File: src/rtl/wpr_pkg.sv
`default_nettype none
package wpr_pkg;

    // ------------------------------------------------------------
    // Sizes and bus
    // ------------------------------------------------------------
    localparam int WORD_W = 16;
    localparam int ADDR_W = 4;

    // ------------------------------------------------------------
    // Register offsets (byte addresses)
    // ------------------------------------------------------------
    localparam logic [ADDR_W-1:0] OFF_CTRL     = 4'h0;
    localparam logic [ADDR_W-1:0] OFF_PAT_VAL  = 4'h4;
    localparam logic [ADDR_W-1:0] OFF_PAT_CARE = 4'h8;
    localparam logic [ADDR_W-1:0] OFF_STATUS   = 4'hc;
    // Second page through bit 4 of the address is not used; extra
    // registers are placed at the upper half by index below.
    localparam logic [5:0] IDX_CTRL     = 6'h00;
    localparam logic [5:0] IDX_PAT_VAL  = 6'h01;
    localparam logic [5:0] IDX_PAT_CARE = 6'h02;
    localparam logic [5:0] IDX_STATUS   = 6'h03;
    localparam logic [5:0] IDX_IRQ_STAT = 6'h04;
    localparam logic [5:0] IDX_IRQ_CLR  = 6'h05;
    localparam logic [5:0] IDX_IRQ_EN   = 6'h06;

    // ------------------------------------------------------------
    // Control field positions
    // ------------------------------------------------------------
    localparam int CTRL_MODE_LSB  = 0;
    localparam int CTRL_SWEEP_BIT = 2;
    localparam int CTRL_DLY_LSB   = 3;
    localparam int CTRL_DEF_BIT   = 5;
    localparam int QUAL_BIT       = WORD_W;

    localparam logic [31:0] RD_UNMAPPED = 32'h0000_0000;

    // ------------------------------------------------------------
    // Enumerations
    // ------------------------------------------------------------
    typedef enum logic [1:0] {
        WPR_CLK_RISE,
        WPR_CLK_FALL,
        WPR_CLK_NONE,
        WPR_CLK_RSVD
    } wpr_clk_mode_e;

    typedef enum logic [1:0] {
        WPR_DLY_OFF,
        WPR_DLY_START,
        WPR_DLY_COUNT,
        WPR_DLY_BOTH
    } wpr_dly_use_e;

    typedef enum logic {
        WPR_BUS_IDLE,
        WPR_BUS_ACK
    } wpr_bus_state_e;

    typedef struct packed {
        wpr_clk_mode_e     mode;
        logic              sweep_b;
        wpr_dly_use_e      dly_use;
        logic              defined;
        logic [WORD_W:0]   pat_val;
        logic [WORD_W:0]   pat_care;
    } wpr_cfg_s;

    typedef struct packed {
        logic match;
        logic event_pulse;
    } wpr_hit_s;

endpackage : wpr_pkg
`default_nettype wire

File: src/rtl/wpr_sync.sv
`default_nettype none
module wpr_sync #(
    parameter int W = 1
) (
    input  wire logic         ref_clk_i,
    input  wire logic         reset_n_i,
    input  wire logic [W-1:0] async_i,
    output logic      [W-1:0] sync_o
);
    typedef struct packed {
        logic [W-1:0] s1;
        logic [W-1:0] s2;
    } wpr_sync_st_s;

    wpr_sync_st_s st;
    wpr_sync_st_s next_st;

    always_comb begin
        next_st    = st;
        next_st.s1 = async_i;
        next_st.s2 = st.s1;
        if (!reset_n_i) begin
            next_st = '0;
        end
    end

    always_ff @(posedge ref_clk_i) begin
        st <= next_st;
    end

    assign sync_o = st.s2;
endmodule : wpr_sync
`default_nettype wire

File: src/rtl/wpr_compare.sv
`default_nettype none
module wpr_compare #(
    parameter int W = wpr_pkg::WORD_W + 1
) (
    input  wire logic [W-1:0] data_i,
    input  wire logic [W-1:0] val_i,
    input  wire logic [W-1:0] care_i,
    output logic              hit_o
);
    logic [W-1:0] bit_ok;

    // Don't-care bits always agree; the top bit is the qualifier
    genvar g;
    generate
        for (g = 0; g < W; g++) begin : g_bit
            assign bit_ok[g] = ~care_i[g] | (data_i[g] ~^ val_i[g]);
        end
    endgenerate

    assign hit_o = &bit_ok;
endmodule : wpr_compare
`default_nettype wire

File: src/rtl/wpr_top.sv
// Overview of operation
// - In synchronous mode the data word is sampled only on the selected rising or falling probe clock edge.
// - In the no-clock mode the word is compared continuously without waiting for any edge.
// - A qualifier bit is compared together with the data word.
// - Each pattern bit is zero, one or don't-care, and don't-care bits are left out of the comparison.
// - The match output is high while the selected word is recognized and low otherwise.
// - Once a pattern is defined the match output keeps working even when no function uses it.
// - The match output changes only after a latency from the clock edge or from the coincidence.
// - Configuration picks whether the first or the second sweep gets the recognition trigger.
// - The recognition event can be chosen as the delay start event or as the counted delay event.
`default_nettype none
module wpr_top (
    input  wire logic                        ref_clk_i,
    input  wire logic                        reset_n_i,
    // Avalon-MM slave
    input  wire logic [5:0]                  avs_address_i,
    input  wire logic                        avs_read_i,
    input  wire logic                        avs_write_i,
    input  wire logic [31:0]                 avs_writedata_i,
    input  wire logic [3:0]                  avs_byteenable_i,
    output logic      [31:0]                 avs_readdata_o,
    output logic                             avs_waitrequest_o,
    // Probed circuit
    input  wire logic [wpr_pkg::WORD_W-1:0]  probe_data_i,
    input  wire logic                        probe_qual_i,
    input  wire logic                        probe_clk_i,
    // Sweep and delay logic, and interrupt
    output logic                             word_match_o,
    output logic                             trig_sweep_a_o,
    output logic                             trig_sweep_b_o,
    output logic                             dly_start_o,
    output logic                             dly_count_o,
    output logic                             irq_o
);
    localparam int W = wpr_pkg::WORD_W + 1;

    // ------------------------------------------------------------
    // State
    // ------------------------------------------------------------
    typedef struct packed {
        wpr_pkg::wpr_cfg_s       cfg;
        wpr_pkg::wpr_bus_state_e bus;
        logic                    waitreq;
        logic [31:0]             rdata;
        logic                    clk_d;
        logic                    hit_q;
        logic                    match;
        logic                    trig_a;
        logic                    trig_b;
        logic                    dstart;
        logic                    dcount;
        logic [1:0]              irq_stat;
        logic [1:0]              irq_en;
        logic                    irq;
    } wpr_top_st_s;

    wpr_top_st_s st;
    wpr_top_st_s next_st;

    logic [W-1:0] probe_sync;
    logic         clk_sync;
    logic         hit_now;
    logic         rise_edge;
    logic         fall_edge;
    logic         sample;
    logic         next_hit;
    logic         wr_go;
    logic         req_go;
    logic         rd_go;
    logic [31:0]  wmask;

    // ------------------------------------------------------------
    // Input capture and compare
    // ------------------------------------------------------------
    wpr_sync #(
        .W (W + 1)
    ) u_sync (
        .ref_clk_i (ref_clk_i),
        .reset_n_i (reset_n_i),
        .async_i   ({probe_clk_i, probe_qual_i, probe_data_i}),
        .sync_o    ({clk_sync, probe_sync})
    );

    wpr_compare #(
        .W (W)
    ) u_cmp (
        .data_i (probe_sync),
        .val_i  (st.cfg.pat_val),
        .care_i (st.cfg.pat_care),
        .hit_o  (hit_now)
    );

    function automatic logic [31:0] byte_mask(input logic [3:0] be);
        logic [31:0] m;
        m = '0;
        for (int i = 0; i < 4; i++) begin
            m[i*8 +: 8] = {8{be[i]}};
        end
        return m;
    endfunction : byte_mask

    assign rise_edge = clk_sync & ~st.clk_d;
    assign fall_edge = ~clk_sync & st.clk_d;
    // Writes land on the answering edge, the one where the master sees waitrequest low
    assign wr_go     = avs_write_i & (st.bus == wpr_pkg::WPR_BUS_ACK);
    assign rd_go     = avs_read_i & (st.bus == wpr_pkg::WPR_BUS_IDLE);
    assign req_go    = (avs_read_i | avs_write_i) & (st.bus == wpr_pkg::WPR_BUS_IDLE);
    assign wmask     = byte_mask(avs_byteenable_i);

    // Sampling point follows the chosen edge; async mode samples every cycle
    always_comb begin
        case (st.cfg.mode)
            wpr_pkg::WPR_CLK_RISE: sample = rise_edge;
            wpr_pkg::WPR_CLK_FALL: sample = fall_edge;
            wpr_pkg::WPR_CLK_NONE: sample = 1'b1;
            default:               sample = 1'b0;
        endcase
    end

    // Hit is held between edges; the register stage is the output latency
    assign next_hit = sample ? hit_now : st.hit_q;

    // ------------------------------------------------------------
    // Next state
    // ------------------------------------------------------------
    always_comb begin
        logic [31:0] ctrl_w;
        logic        new_event;
        ctrl_w    = '0;
        new_event = 1'b0;
        next_st   = st;

        next_st.clk_d = clk_sync;
        next_st.hit_q = next_hit;
        // Match is gated only by a pattern being defined, not by any function
        next_st.match = next_hit & st.cfg.defined;
        new_event     = next_st.match & ~st.match;
        next_st.trig_a = new_event & ~st.cfg.sweep_b;
        next_st.trig_b = new_event & st.cfg.sweep_b;
        next_st.dstart = new_event & st.cfg.dly_use[0];
        next_st.dcount = new_event & st.cfg.dly_use[1];

        // Bus: every access answers one cycle later
        next_st.bus = wpr_pkg::WPR_BUS_IDLE;
        if (req_go) begin
            next_st.bus = wpr_pkg::WPR_BUS_ACK;
        end
        next_st.waitreq = (next_st.bus == wpr_pkg::WPR_BUS_IDLE);

        if (wr_go) begin
            if (avs_address_i == wpr_pkg::IDX_CTRL) begin
                ctrl_w = ({26'h0, st.cfg.defined, st.cfg.dly_use, st.cfg.sweep_b, st.cfg.mode} & ~wmask)
                       | (avs_writedata_i & wmask);
                next_st.cfg.mode    = wpr_pkg::wpr_clk_mode_e'(ctrl_w[wpr_pkg::CTRL_MODE_LSB +: 2]);
                next_st.cfg.sweep_b = ctrl_w[wpr_pkg::CTRL_SWEEP_BIT];
                next_st.cfg.dly_use = wpr_pkg::wpr_dly_use_e'(ctrl_w[wpr_pkg::CTRL_DLY_LSB +: 2]);
            end else if (avs_address_i == wpr_pkg::IDX_PAT_VAL) begin
                next_st.cfg.pat_val = W'((32'(st.cfg.pat_val) & ~wmask) | (avs_writedata_i & wmask));
                next_st.cfg.defined = 1'b1;
            end else if (avs_address_i == wpr_pkg::IDX_PAT_CARE) begin
                next_st.cfg.pat_care = W'((32'(st.cfg.pat_care) & ~wmask) | (avs_writedata_i & wmask));
                next_st.cfg.defined  = 1'b1;
            end else if (avs_address_i == wpr_pkg::IDX_IRQ_EN) begin
                next_st.irq_en = avs_writedata_i[1:0];
            end
        end

        // Set wins over a clear in the same cycle
        if (wr_go && avs_address_i == wpr_pkg::IDX_IRQ_CLR) begin
            next_st.irq_stat = st.irq_stat & ~avs_writedata_i[1:0];
        end
        next_st.irq_stat = next_st.irq_stat | {~next_st.match & st.match, new_event};
        next_st.irq      = |(next_st.irq_stat & next_st.irq_en);

        if (rd_go) begin
            if (avs_address_i == wpr_pkg::IDX_CTRL) begin
                next_st.rdata = {26'h0, st.cfg.defined, st.cfg.dly_use, st.cfg.sweep_b, st.cfg.mode};
            end else if (avs_address_i == wpr_pkg::IDX_PAT_VAL) begin
                next_st.rdata = 32'(st.cfg.pat_val);
            end else if (avs_address_i == wpr_pkg::IDX_PAT_CARE) begin
                next_st.rdata = 32'(st.cfg.pat_care);
            end else if (avs_address_i == wpr_pkg::IDX_STATUS) begin
                next_st.rdata = {29'h0, st.cfg.defined, st.hit_q, st.match};
            end else if (avs_address_i == wpr_pkg::IDX_IRQ_STAT) begin
                next_st.rdata = {30'h0, st.irq_stat};
            end else if (avs_address_i == wpr_pkg::IDX_IRQ_EN) begin
                next_st.rdata = {30'h0, st.irq_en};
            end else begin
                next_st.rdata = wpr_pkg::RD_UNMAPPED;
            end
        end

        if (!reset_n_i) begin
            next_st          = '0;
            next_st.cfg.mode = wpr_pkg::WPR_CLK_RISE;
            next_st.waitreq  = 1'b1;
        end
    end

    always_ff @(posedge ref_clk_i) begin
        st <= next_st;
    end

    assign avs_readdata_o    = st.rdata;
    assign avs_waitrequest_o = st.waitreq;
    assign word_match_o      = st.match;
    assign trig_sweep_a_o    = st.trig_a;
    assign trig_sweep_b_o    = st.trig_b;
    assign dly_start_o       = st.dstart;
    assign dly_count_o       = st.dcount;
    assign irq_o             = st.irq;
endmodule : wpr_top
`default_nettype wire

File: config.mk
export PLATFORM = sky130hd
export DESIGN_NAME = wpr_top
export DESIGN_NICKNAME = d
export VERILOG_FILES = /design/src/rtl/wpr_pkg.sv /design/src/rtl/wpr_sync.sv /design/src/rtl/wpr_compare.sv /design/src/rtl/wpr_top.sv
export SDC_FILE = /design/constraint.sdc
export NUM_CORES = 1
export LEC_CHECK = 0
export BUFFER_PORTS_ARGS = -buffer_cell sky130_fd_sc_hd__buf_4
export CAP_MARGIN = 25
export CORE_MARGIN = 5
export CORE_UTILIZATION = 53
export DETAILED_ROUTE_END_ITERATION = 6
export PLACE_DENSITY = 0.83
export SYNTH_ARGS = -nofsm -noshare
export SYNTH_HDL_FRONTEND = slang
export SYNTH_SLANG_ARGS = --single-unit
File: constraint.sdc
create_clock -name ref_clk_i -period 2.4 [get_ports ref_clk_i]
set_clock_uncertainty 0.2 [all_clocks]
set_input_delay 0.48 -clock ref_clk_i [delete_from_list [all_inputs] [get_ports ref_clk_i]]
set_output_delay 0.48 -clock ref_clk_i [all_outputs]
set_load 0.05 [all_outputs]
==> qor.csv, run 1 <==
metric,value,unit
fin crit share,89.8,%
register area,0.00214,mm^2
Top Usage Layer GRT,met2,
"EDFF count, synth",0,
crit path DAT,2.25,ns
H-tree Lvls,3,
clock sink count,107,
diode count,0,
CP max FO,3,
"commonest cells after routing, fill and taps aside","107 x dfxtp_1, 81 x buf_4, 66 x nor2_1",
outcome,finished clean,
clk buf depth,2,
met3 GRT Util,4.24,%
Syn Area/Cell,9.77,um^2
RSZ-0062 raised after global routing,false,
crit start category,register,
Core Area,0.00781,mm^2
CP peak stage delay,0.35,ns
part of the power in the clock network,33.8,%
global route overflow,0,
post-synth top area cell,dfxtp_1,
total setup buffers inserted after CTS,0,
Slew Limit Fails,0,
Sw Ratio,25.4,%
top-area cell type share of the netlist area,49.7,%
met2 Resource Use GR,27.2,%
Initial Util,55.2,%
Min-Delay Path Class,in2reg,
hold buffer count at cts,0,
Final Core Density,64.4,%
Final Critical Period,2.16,ns
Max Freq,464,MHz
Pint,2.47,mW
top post-synthesis cells by area,"dfxtp_1 50%, mux2i_1 10%, buf_4 5.8%",
combinational share of power,10.5,%
P&R area growth vs syn,16.6,%
Fin. Hold Viols,0,
DRT iter0 DRCs,238,
Rows,32,
global-route met1 utilization,26.6,%
Post-DP HPWL,6830,um
CP cell instances,xor2_1 > a22o_1 > a221oi_1 > and3_1 > a21boi_0 > o31ai_1 > o2bb2ai_1,
Power Total,3.31,mW
DRC viols,0,
Final Setup Violations,0,
CP required,2.49,ns
GR Util All Layers,18.4,%
IO Count,103,
Multi-input gate area,0.00186,mm^2
gp weighted congestion,0.905,
Clock Tree Root,clkbuf_8,
Final ANT Viol Nets,0,
setup slack at placement,0.0859,ns
vias in the first global route,3025,
first drt pass iteration count,6,
Post-Synthesis Cells,441,
Die H,100,um
filler cell count,643,
Crit. End Element,register,
Leak Pwr,2.15,nW
Synth Register Bits,107,
Worst-path clk slew,0.10,ns
YS warnings,0,
CTS Buf Count,9,
Die X,100,um
CTS tree,done,
Least-Margin Pin Slew,0.677,ns
routed length per placed instance,15.1,um
fin nets,561,
post-cts resize count,0,
maximum vdd ir drop,0.000360,V
clock insertion delay at the later pin of the skew report,0.36,ns
DR vias,3184,
Yosys cell types,40,
slowest cell on the critical path,dfxtp_1,
setup ws final,0.244,ns
via/cell ratio,5.27,
share of cells above drive strength 1,21.3,%
sequential share of power,55.8,%
"Async S/R FF share, synth",0,%
setup TNS,0,ns
register area share after synthesis,49.7,%
initial antenna violation count,0,
Buffers on Ports,71,
first-pass GRT wire length,14800,um
Net Switching,839,uW
Max-cap violations,0,
die area,0.0100,mm^2
largest net degree at the start of global routing,41,
normalized max-slew margin,54.9,%
critical path class,reg2reg,
Main synth FF type,dfxtp_1,
"commonest non-fill, non-tap cell in the layout",dfxtp_1,
final WL,9100,um
PwrDens,658,mW/mm^2
synthesized cell area,0.00431,mm^2
[layer usage]
metal  share of wire [%]  vias up
li1                    -     1568
met1                  46     1473
met2                  45      133
met3                 7.1       10
met4                 1.3        0
met5                   0        -
[critical path: cells and delay by family, from the launching register on]
family	cells	cell delay (ns)
AOI/OAI and AO/OA	5	1.12
DFF	1	0.35
and+or+nand+nor	1	0.25
xor gates and xnor gates	1	0.16
[worst paths after layout]
check | start | end | slack, ns | cells after the start
worst max register to register | register | irq_o | 0.24 | 7
worst min-delay path | probe_data_i[2] | u_sync.st[20] | 0.12 | 2
worst max-delay path | register | irq_o | 0.24 | 7
worst min register to register | u_sync.st[27] | u_sync.sync_o[9] | 0.24 | 1
[final cells by class]
cell class,instances,share of cell area [%]
inverters,9,0.672
multi-input cells,287,37.1
clock inverters,6,1.44
clock buffers,10,2.74
flip-flops and latches,107,42.6
well taps,102,2.54
repair buffers,83,12.9
[per-stage QoR]
stage / area (um^2) / hold slack, ns / instances
floorplan: 4360 / 0.212 / 455
global placement: 4810 / 0.217 / 588
detailed placement: 4810 / 0.218 / 588
CTS: 5020 / 0.100 / 604
global route: 5020 / 0.104 / 604
finish: 5020 / 0.122 / 604
[cells by family (layout without fill, tap and decap cells)]
group,count (synthesis),in the layout,synth area share [%]
other,1,15,0.0870
AO/OA/AOI/OAI,49,49,8.42
multiplexers,45,45,10.7
flip-flops,107,107,49.7
AND/OR/NAND/NOR,161,161,19.3
buffers and inverters,61,108,8.25
XOR/XNOR,17,17,3.46
[power groups by stage]
stage	Sequential (mW)	Combinational, mW	Clock [mW]
after CTS	1.84	0.347	1.14
final	1.84	0.346	1.12
after detailed placement	1.89	0.346	0
after global placement	1.88	0.340	0
after global routing	1.85	0.373	1.22
after floorplan	1.88	0.254	0
[cells in the mapped netlist, types with 2 or more instances]
| master | number |
|---|---|
| dfxtp_1 | 107 |
| nor2_1 | 66 |
| mux2i_1 | 44 |
| and2_1 | 38 |
| buf_4 | 33 |
| xor2_1 | 17 |
| clkbuf_1 | 16 |
| a221oi_1 | 15 |
| nor3_1 | 15 |
| nand2_1 | 12 |
| a22oi_1 | 8 |
| inv_1 | 8 |
| a21oi_1 | 7 |
| nand2b_1 | 6 |
| o21ai_0 | 6 |
| a22o_1 | 5 |
| nand3_1 | 5 |
| and3_1 | 4 |
| nor2b_1 | 3 |
| buf_2 | 2 |
| nand4_1 | 2 |
| nor2_4 | 2 |
| nor3_4 | 2 |
| o22ai_1 | 2 |
No activity file was read; power rests on OpenSTA's default activity.
==> run 2: changes to the inputs <==
CORE_UTILIZATION = 45   (was 53)
PLACE_DENSITY = 0.73   (was 0.83)
==> run 2 against run 1 <==
  * Global-route usage fell by 2.1 points
  * Final area increased by 0.15%
  * Register-to-register slack barely moved
  * Largest cell class unchanged
  * Via count is 1.2% lower
  * Combinational power about the same
  * Worst setup slack improved by 0.0023 ns
  * Core utilization down 10 points
==> qor.csv, run 2 (same netlist as run 1, synthesis figures left out) <==
metric,value,unit,change
DRT iter0 DRCs,168,,-29%
combinational share of power,10.6,%,about the same
fin nets,560,,-0.18%
"commonest cells after routing, fill and taps aside","107 x dfxtp_1, 80 x buf_4, 66 x nor2_1",,
Buf/Inv on CP,0,,unchanged
IO Count,103,,unchanged
Net Switching,830,uW,-1.0%
vias in the first global route,3013,,-0.40%
gp weighted congestion,0.816,,-9.8%
Slew Limit Fails,0,,unchanged
P&R area growth vs syn,16.8,%,
Worst-path clk slew,0.10,ns,about the same
setup TNS,0,ns,unchanged
Final Critical Period,2.15,ns,-0.00230 ns
CP peak stage delay,0.35,ns,about the same
CTS tree,done,,
Min-Delay Path Class,in2reg,,
clock insertion delay at the later pin of the skew report,0.36,ns,about the same
Pint,2.43,mW,-1.6%
filler cell count,862,,+34%
PwrDens,647,mW/mm^2,-1.6%
maximum vdd ir drop,0.000245,V,-32%
Least-Margin Pin Slew,0.661,ns,-0.0157 ns
first drt pass iteration count,4,,-2
Final ANT Viol Nets,0,,unchanged
clock sink count,107,,unchanged
DRC viols,0,,unchanged
Die H,108,um,+7.7%
non-filler instance count after layout,630,,+4.3%
via/cell ratio,4.99,,-5.3%
die area,0.0116,mm^2,+16%
Max-cap violations,0,,unchanged
Placed Cells,614,,+4.4%
hold buffer count at cts,0,,unchanged
CP required,2.50,ns,about the same
total setup buffers inserted after CTS,0,,unchanged
setup slack at placement,0.0912,ns,+0.00523 ns
crit path DAT,2.25,ns,about the same
share of cells above drive strength 1,21.0,%,-0.36 points
slowest cell on the critical path,dfxtp_1,,
HP Start,probe_data_i[10],,
first-pass GRT wire length,14900,um,+0.75%
initial antenna violation count,0,,unchanged
CP cell instances,xor2_1 > a22o_1 > a221oi_1 > and3_1 > a21boi_0 > o31ai_1 > o2bb2ai_1,,
hold slack,0.128,ns,+0.00516 ns
Core Area,0.00928,mm^2,+19%
final WL,9340,um,+2.6%
Die X,108,um,+7.7%
largest net degree at the start of global routing,51,,+24%
RSZ-0062 raised after global routing,false,,
GR Util All Layers,16.4,%,-2.1 points
part of the power in the clock network,32.8,%,-1.0 points
clk buf depth,2,,unchanged
fin crit share,89.7,%,-0.096 points
CTS Buf Count,9,,unchanged
sequential share of power,56.6,%,+0.8 points
post-place instance area,0.00484,mm^2,+0.55%
routed length per placed instance,14.8,um,-1.6%
CP max FO,3,,unchanged
Final Setup Violations,0,,unchanged
global route overflow,0,,unchanged
normalized max-slew margin,55.9,%,+1.0 points
Sw Ratio,25.5,%,+0.12 points
Post-DP HPWL,6870,um,+0.51%
Crit. End Element,register,,
post-route cell area,0.00503,mm^2,+0.15%
Leak Pwr,2.13,nW,-0.95%
outcome,finished clean,,
Initial Util,46.4,%,-8.8 points
Fin. Hold Viols,0,,unchanged
setup ws final,0.246,ns,+0.00230 ns
diode count,0,,unchanged
critical path class,reg2reg,,
Max Freq,464,MHz,+0.11%
H-tree Lvls,3,,unchanged
Buffers on Ports,71,,unchanged
"commonest non-fill, non-tap cell in the layout",dfxtp_1,,
post-cts resize count,0,,unchanged
Rows,35,,+9.4%
DR vias,3145,,-1.2%
crit start category,register,,
Clock Tree Root,clkbuf_8,,
Worst path top cell family by delay,compound AO/OA/AOI/OAI gates,,
[run 2: final cells by class]
class / instances / area (um^2) / share of cell area [%]
Timing Repair Buffer: 82 / 641 / 12.7
Sequential cell: 107 / 2140 / 42.6
Clock inverter: 6 / 63.8 / 1.27
Multi-Input combinational cell: 287 / 1860 / 37.0
Inverter: 9 / 33.8 / 0.671
Tap cell: 129 / 161 / 3.21
Clock buffer: 10 / 128 / 2.54
[run 2: path summary, 6_finish.rpt]
kind	endpoint	slack [ns]	cells after the start
setup / recovery	irq_o	0.25	7
hold / removal	u_sync.st[28]	0.13	2
setup reg to reg	irq_o	0.25	7
hold reg to reg	u_sync.sync_o[6]	0.24	1
[run 2: metrics by stage]
stage          power (mW)  util (%)
6_report             3.26      54.2
5_1_grt              3.40      54.2
4_1_cts              3.29      54.2
3_5_place_dp         2.23      52.1
3_3_place_gp         2.22      52.1
2_1_floorplan        2.14         -
[run 2: power by group through the flow]
stage	registers, mW	logic, mW	clock network, mW
finish	1.84	0.346	1.07
global route	1.85	0.371	1.17
CTS	1.84	0.346	1.10
detailed placement	1.88	0.346	0
global placement	1.88	0.340	0
floorplan	1.88	0.254	0
[run 2: routing by layer]
layer	vias to the layer above	global-route usage (%)	part of all wire, %
met5	-	0	0
met4	0	6.22	1.5
met1	1471	22.0	46
met3	10	3.42	6.9
met2	103	25.7	46
li1	1561	-	-
==> run 3: changes to the inputs <==
PLACE_DENSITY = 0.72   (was 0.73)
SYNTH_HIERARCHICAL = 1   (was not set)
==> run 3 against run 2 <==
  * Core utilization shrank 0.83 points
  * Highest routed layer unchanged
  * First-iteration DRC count grew 0.60%
  * Wire length grew 2.2%
  * Register-to-register slack lost 0.13 ns
  * Sequential cell count is the same
  * Count of clock-buffer cells in the layout shrank 1
  * Sequential power is essentially flat
  * Cell count grew 2.4%
  * Combinational power shrank 24%
  * Sequential share of layout area shrank 1.6 points
  * Synthesized cell count grew 5.7%
==> qor.csv, run 3 <==
metric,value,unit,change
outcome,finished clean,,
"EDFF count, synth",0,,unchanged
post-synth top area cell,dfxtp_1,,
initial antenna violation count,0,,unchanged
RSZ-0062 raised after global routing,true,,
die area,0.0122,mm^2,+5.1%
top-area cell type share of the netlist area,47.1,%,-2.7 points
GR Util All Layers,15.5,%,-0.88 points
maximum vdd ir drop,0.000287,V,+17%
Post-DP HPWL,7070,um,+2.9%
register area share after synthesis,47.1,%,-2.7 points
top-count cell post-synth,dfxtp_1,,
final WL,9550,um,+2.2%
via/cell ratio,4.97,,-0.49%
synth cell count leaders,"107 x dfxtp_1, 64 x nor2_1, 52 x buf_4",,
vias in the first global route,3173,,+5.3%
Clock Tree Root,clkbuf_8,,
Final ANT Viol Nets,0,,unchanged
non-filler instance count after layout,645,,+2.4%
clk buf depth,2,,unchanged
H-tree Lvls,3,,unchanged
synthesized cell area,0.00455,mm^2,+5.7%
post-route cell area,0.00524,mm^2,+4.2%
Worst path top cell family by delay,compound AO/OA/AOI/OAI gates,,
filler cell count,905,,+5.0%
Core Area,0.00982,mm^2,+5.8%
Synth Register Bits,107,,unchanged
diode count,0,,unchanged
setup TNS,0,ns,unchanged
Worst-path clk slew,0.10,ns,about the same
Syn Area/Cell,9.77,um^2,about the same
gp weighted congestion,0.853,,+4.5%
Post-Synthesis Cells,466,,+5.7%
CP max FO,3,,unchanged
hold slack,0.131,ns,+0.00346 ns
Main synth FF type,dfxtp_1,,
first-pass GRT wire length,15700,um,+5.8%
Max Freq,438,MHz,-5.7%
CP required,2.45,ns,-0.05 ns
fin nets,571,,+2.0%
DRT iter0 DRCs,169,,+0.60%
Buf/Inv on CP,0,,unchanged
post-place instance area,0.00500,mm^2,+3.2%
PwrDens,612,mW/mm^2,-5.4%
clock sink count,107,,unchanged
P&R area growth vs syn,15.1,%,
Rows,36,,+2.9%
"commonest non-fill, non-tap cell in the layout",dfxtp_1,,
hold buffer count at cts,0,,unchanged
largest net degree at the start of global routing,44,,-14%
Die H,111,um,+2.5%
first drt pass iteration count,6,,+2
YS warnings,6,,+6
CP peak stage delay,0.35,ns,about the same
crit path DAT,2.33,ns,+0.08 ns
crit start category,register,,
IO Count,103,,unchanged
global route overflow,0,,unchanged
CTS tree,done,,
register area,0.00215,mm^2,+0.18%
Slew Limit Fails,0,,unchanged
clock insertion delay at the later pin of the skew report,0.36,ns,about the same
critical path class,reg2reg,,
Yosys cell types,46,,+15%
fin crit share,95.2,%,+5.5 points
Leak Pwr,2.22,nW,+4.4%
"most used cell, CP",a221oi_2,,
top post-synthesis cells by area,"dfxtp_1 47%, mux2i_1 10%, buf_4 8.6%",,
routed length per placed instance,14.8,um,-0.14%
Final Critical Period,2.28,ns,+0.131 ns
CP cell instances,xor2_1 > a22oi_1 > nand4_1 > nor3_4 > a221oi_2 > a21o_1 > a221oi_2 > o32ai_1,,
DR vias,3204,,+1.9%
Buffers on Ports,71,,unchanged
CTS Buf Count,9,,unchanged
Max-cap violations,0,,unchanged
Placed Cells,628,,+2.3%
Final Setup Violations,0,,unchanged
slowest cell on the critical path,dfxtp_2,,
Die X,111,um,+2.5%
DRC viols,0,,unchanged
"Async S/R FF share, synth",0,%,unchanged
Crit. End Element,register,,
Min-Delay Path Class,in2reg,,
share of cells above drive strength 1,30.5,%,+9.5 points
Initial Util,46.4,%,about the same
Multi-input gate area,0.00199,mm^2,+6.6%
Fin. Hold Viols,0,,unchanged
"commonest cells after routing, fill and taps aside","104 x dfxtp_1, 84 x buf_4, 64 x nor2_1",,
==> run 3: cell types whose count changed in the layout (fill, tap and decap cells not counted), moves of 5 or more <==
cell,before,now
and2_1,38,4
a22o_1,5,0
a21oi_1,7,16
a22oi_1,8,22
and2_2,0,36
a221oi_1,15,0
==> run 3: what timing repair did <==
action                     CTS  global route
gates resized for setup      1             6
setup buffers                0             1
setup endpoints to repair    1             4
pin swaps                    0            10
==> run 3: area by class of cell <==
cell class              count  share of cell area (%)
well taps                 133                    3.17
inverters                   6                   0.430
multi-input cells         295                    37.9
flip-flops and latches    107                    40.9
clock buffers               9                    2.36
repair buffers             88                    13.6
clock inverters             7                    1.62
==> run 3: through the flow <==
step                      util (%)  worst slack (ns)  power [mW]
after floorplan                  -             0.153        2.05
after global placement        50.9          -0.00280        2.11
after detailed placement      50.9           -0.0547        2.12
after CTS                     53.1            0.0143        3.24
after global routing          53.4           -0.0442        3.35
final                         53.4             0.115        3.21
==> run 3: final timing paths <==
path	start	endpoint	slack, ns	depth (start not counted)
worst max-delay path	register	irq_o	0.12	8
worst min register to register	u_sync/st[29]	u_sync/sync_o[11]	0.25	1
worst min-delay path	probe_data_i[9]	u_sync/st[27]	0.13	2
worst max register to register	register	irq_o	0.12	8
==> run 3: per-layer routing <==
metal	vias up	track usage [%]	share of wire, %
met5	-	0	0
met2	108	24.2	45
li1	1587	-	-
met1	1493	20.7	46
met4	0	4.27	1.6
met3	16	4.76	6.7
==> run 3: report_power, final <==
part	switching (mW)	internal, mW
logic	0.160	0.102
registers	0.0138	1.81
clock network	0.624	0.501
total	0.798	2.41
==> run 3: logic make-up (layout without fill, tap and decap cells) <==
kind of cell	count (synthesis)	count (layout)	share of synthesized area, %
buffers and inverters	78	110	11.0
and+or+nand+nor	161	161	19.8
other	1	15	0.0824
DFF	107	107	47.1
AOI/OAI and AO/OA	54	54	7.97
xor gates and xnor gates	17	17	3.27
muxes	48	48	10.9
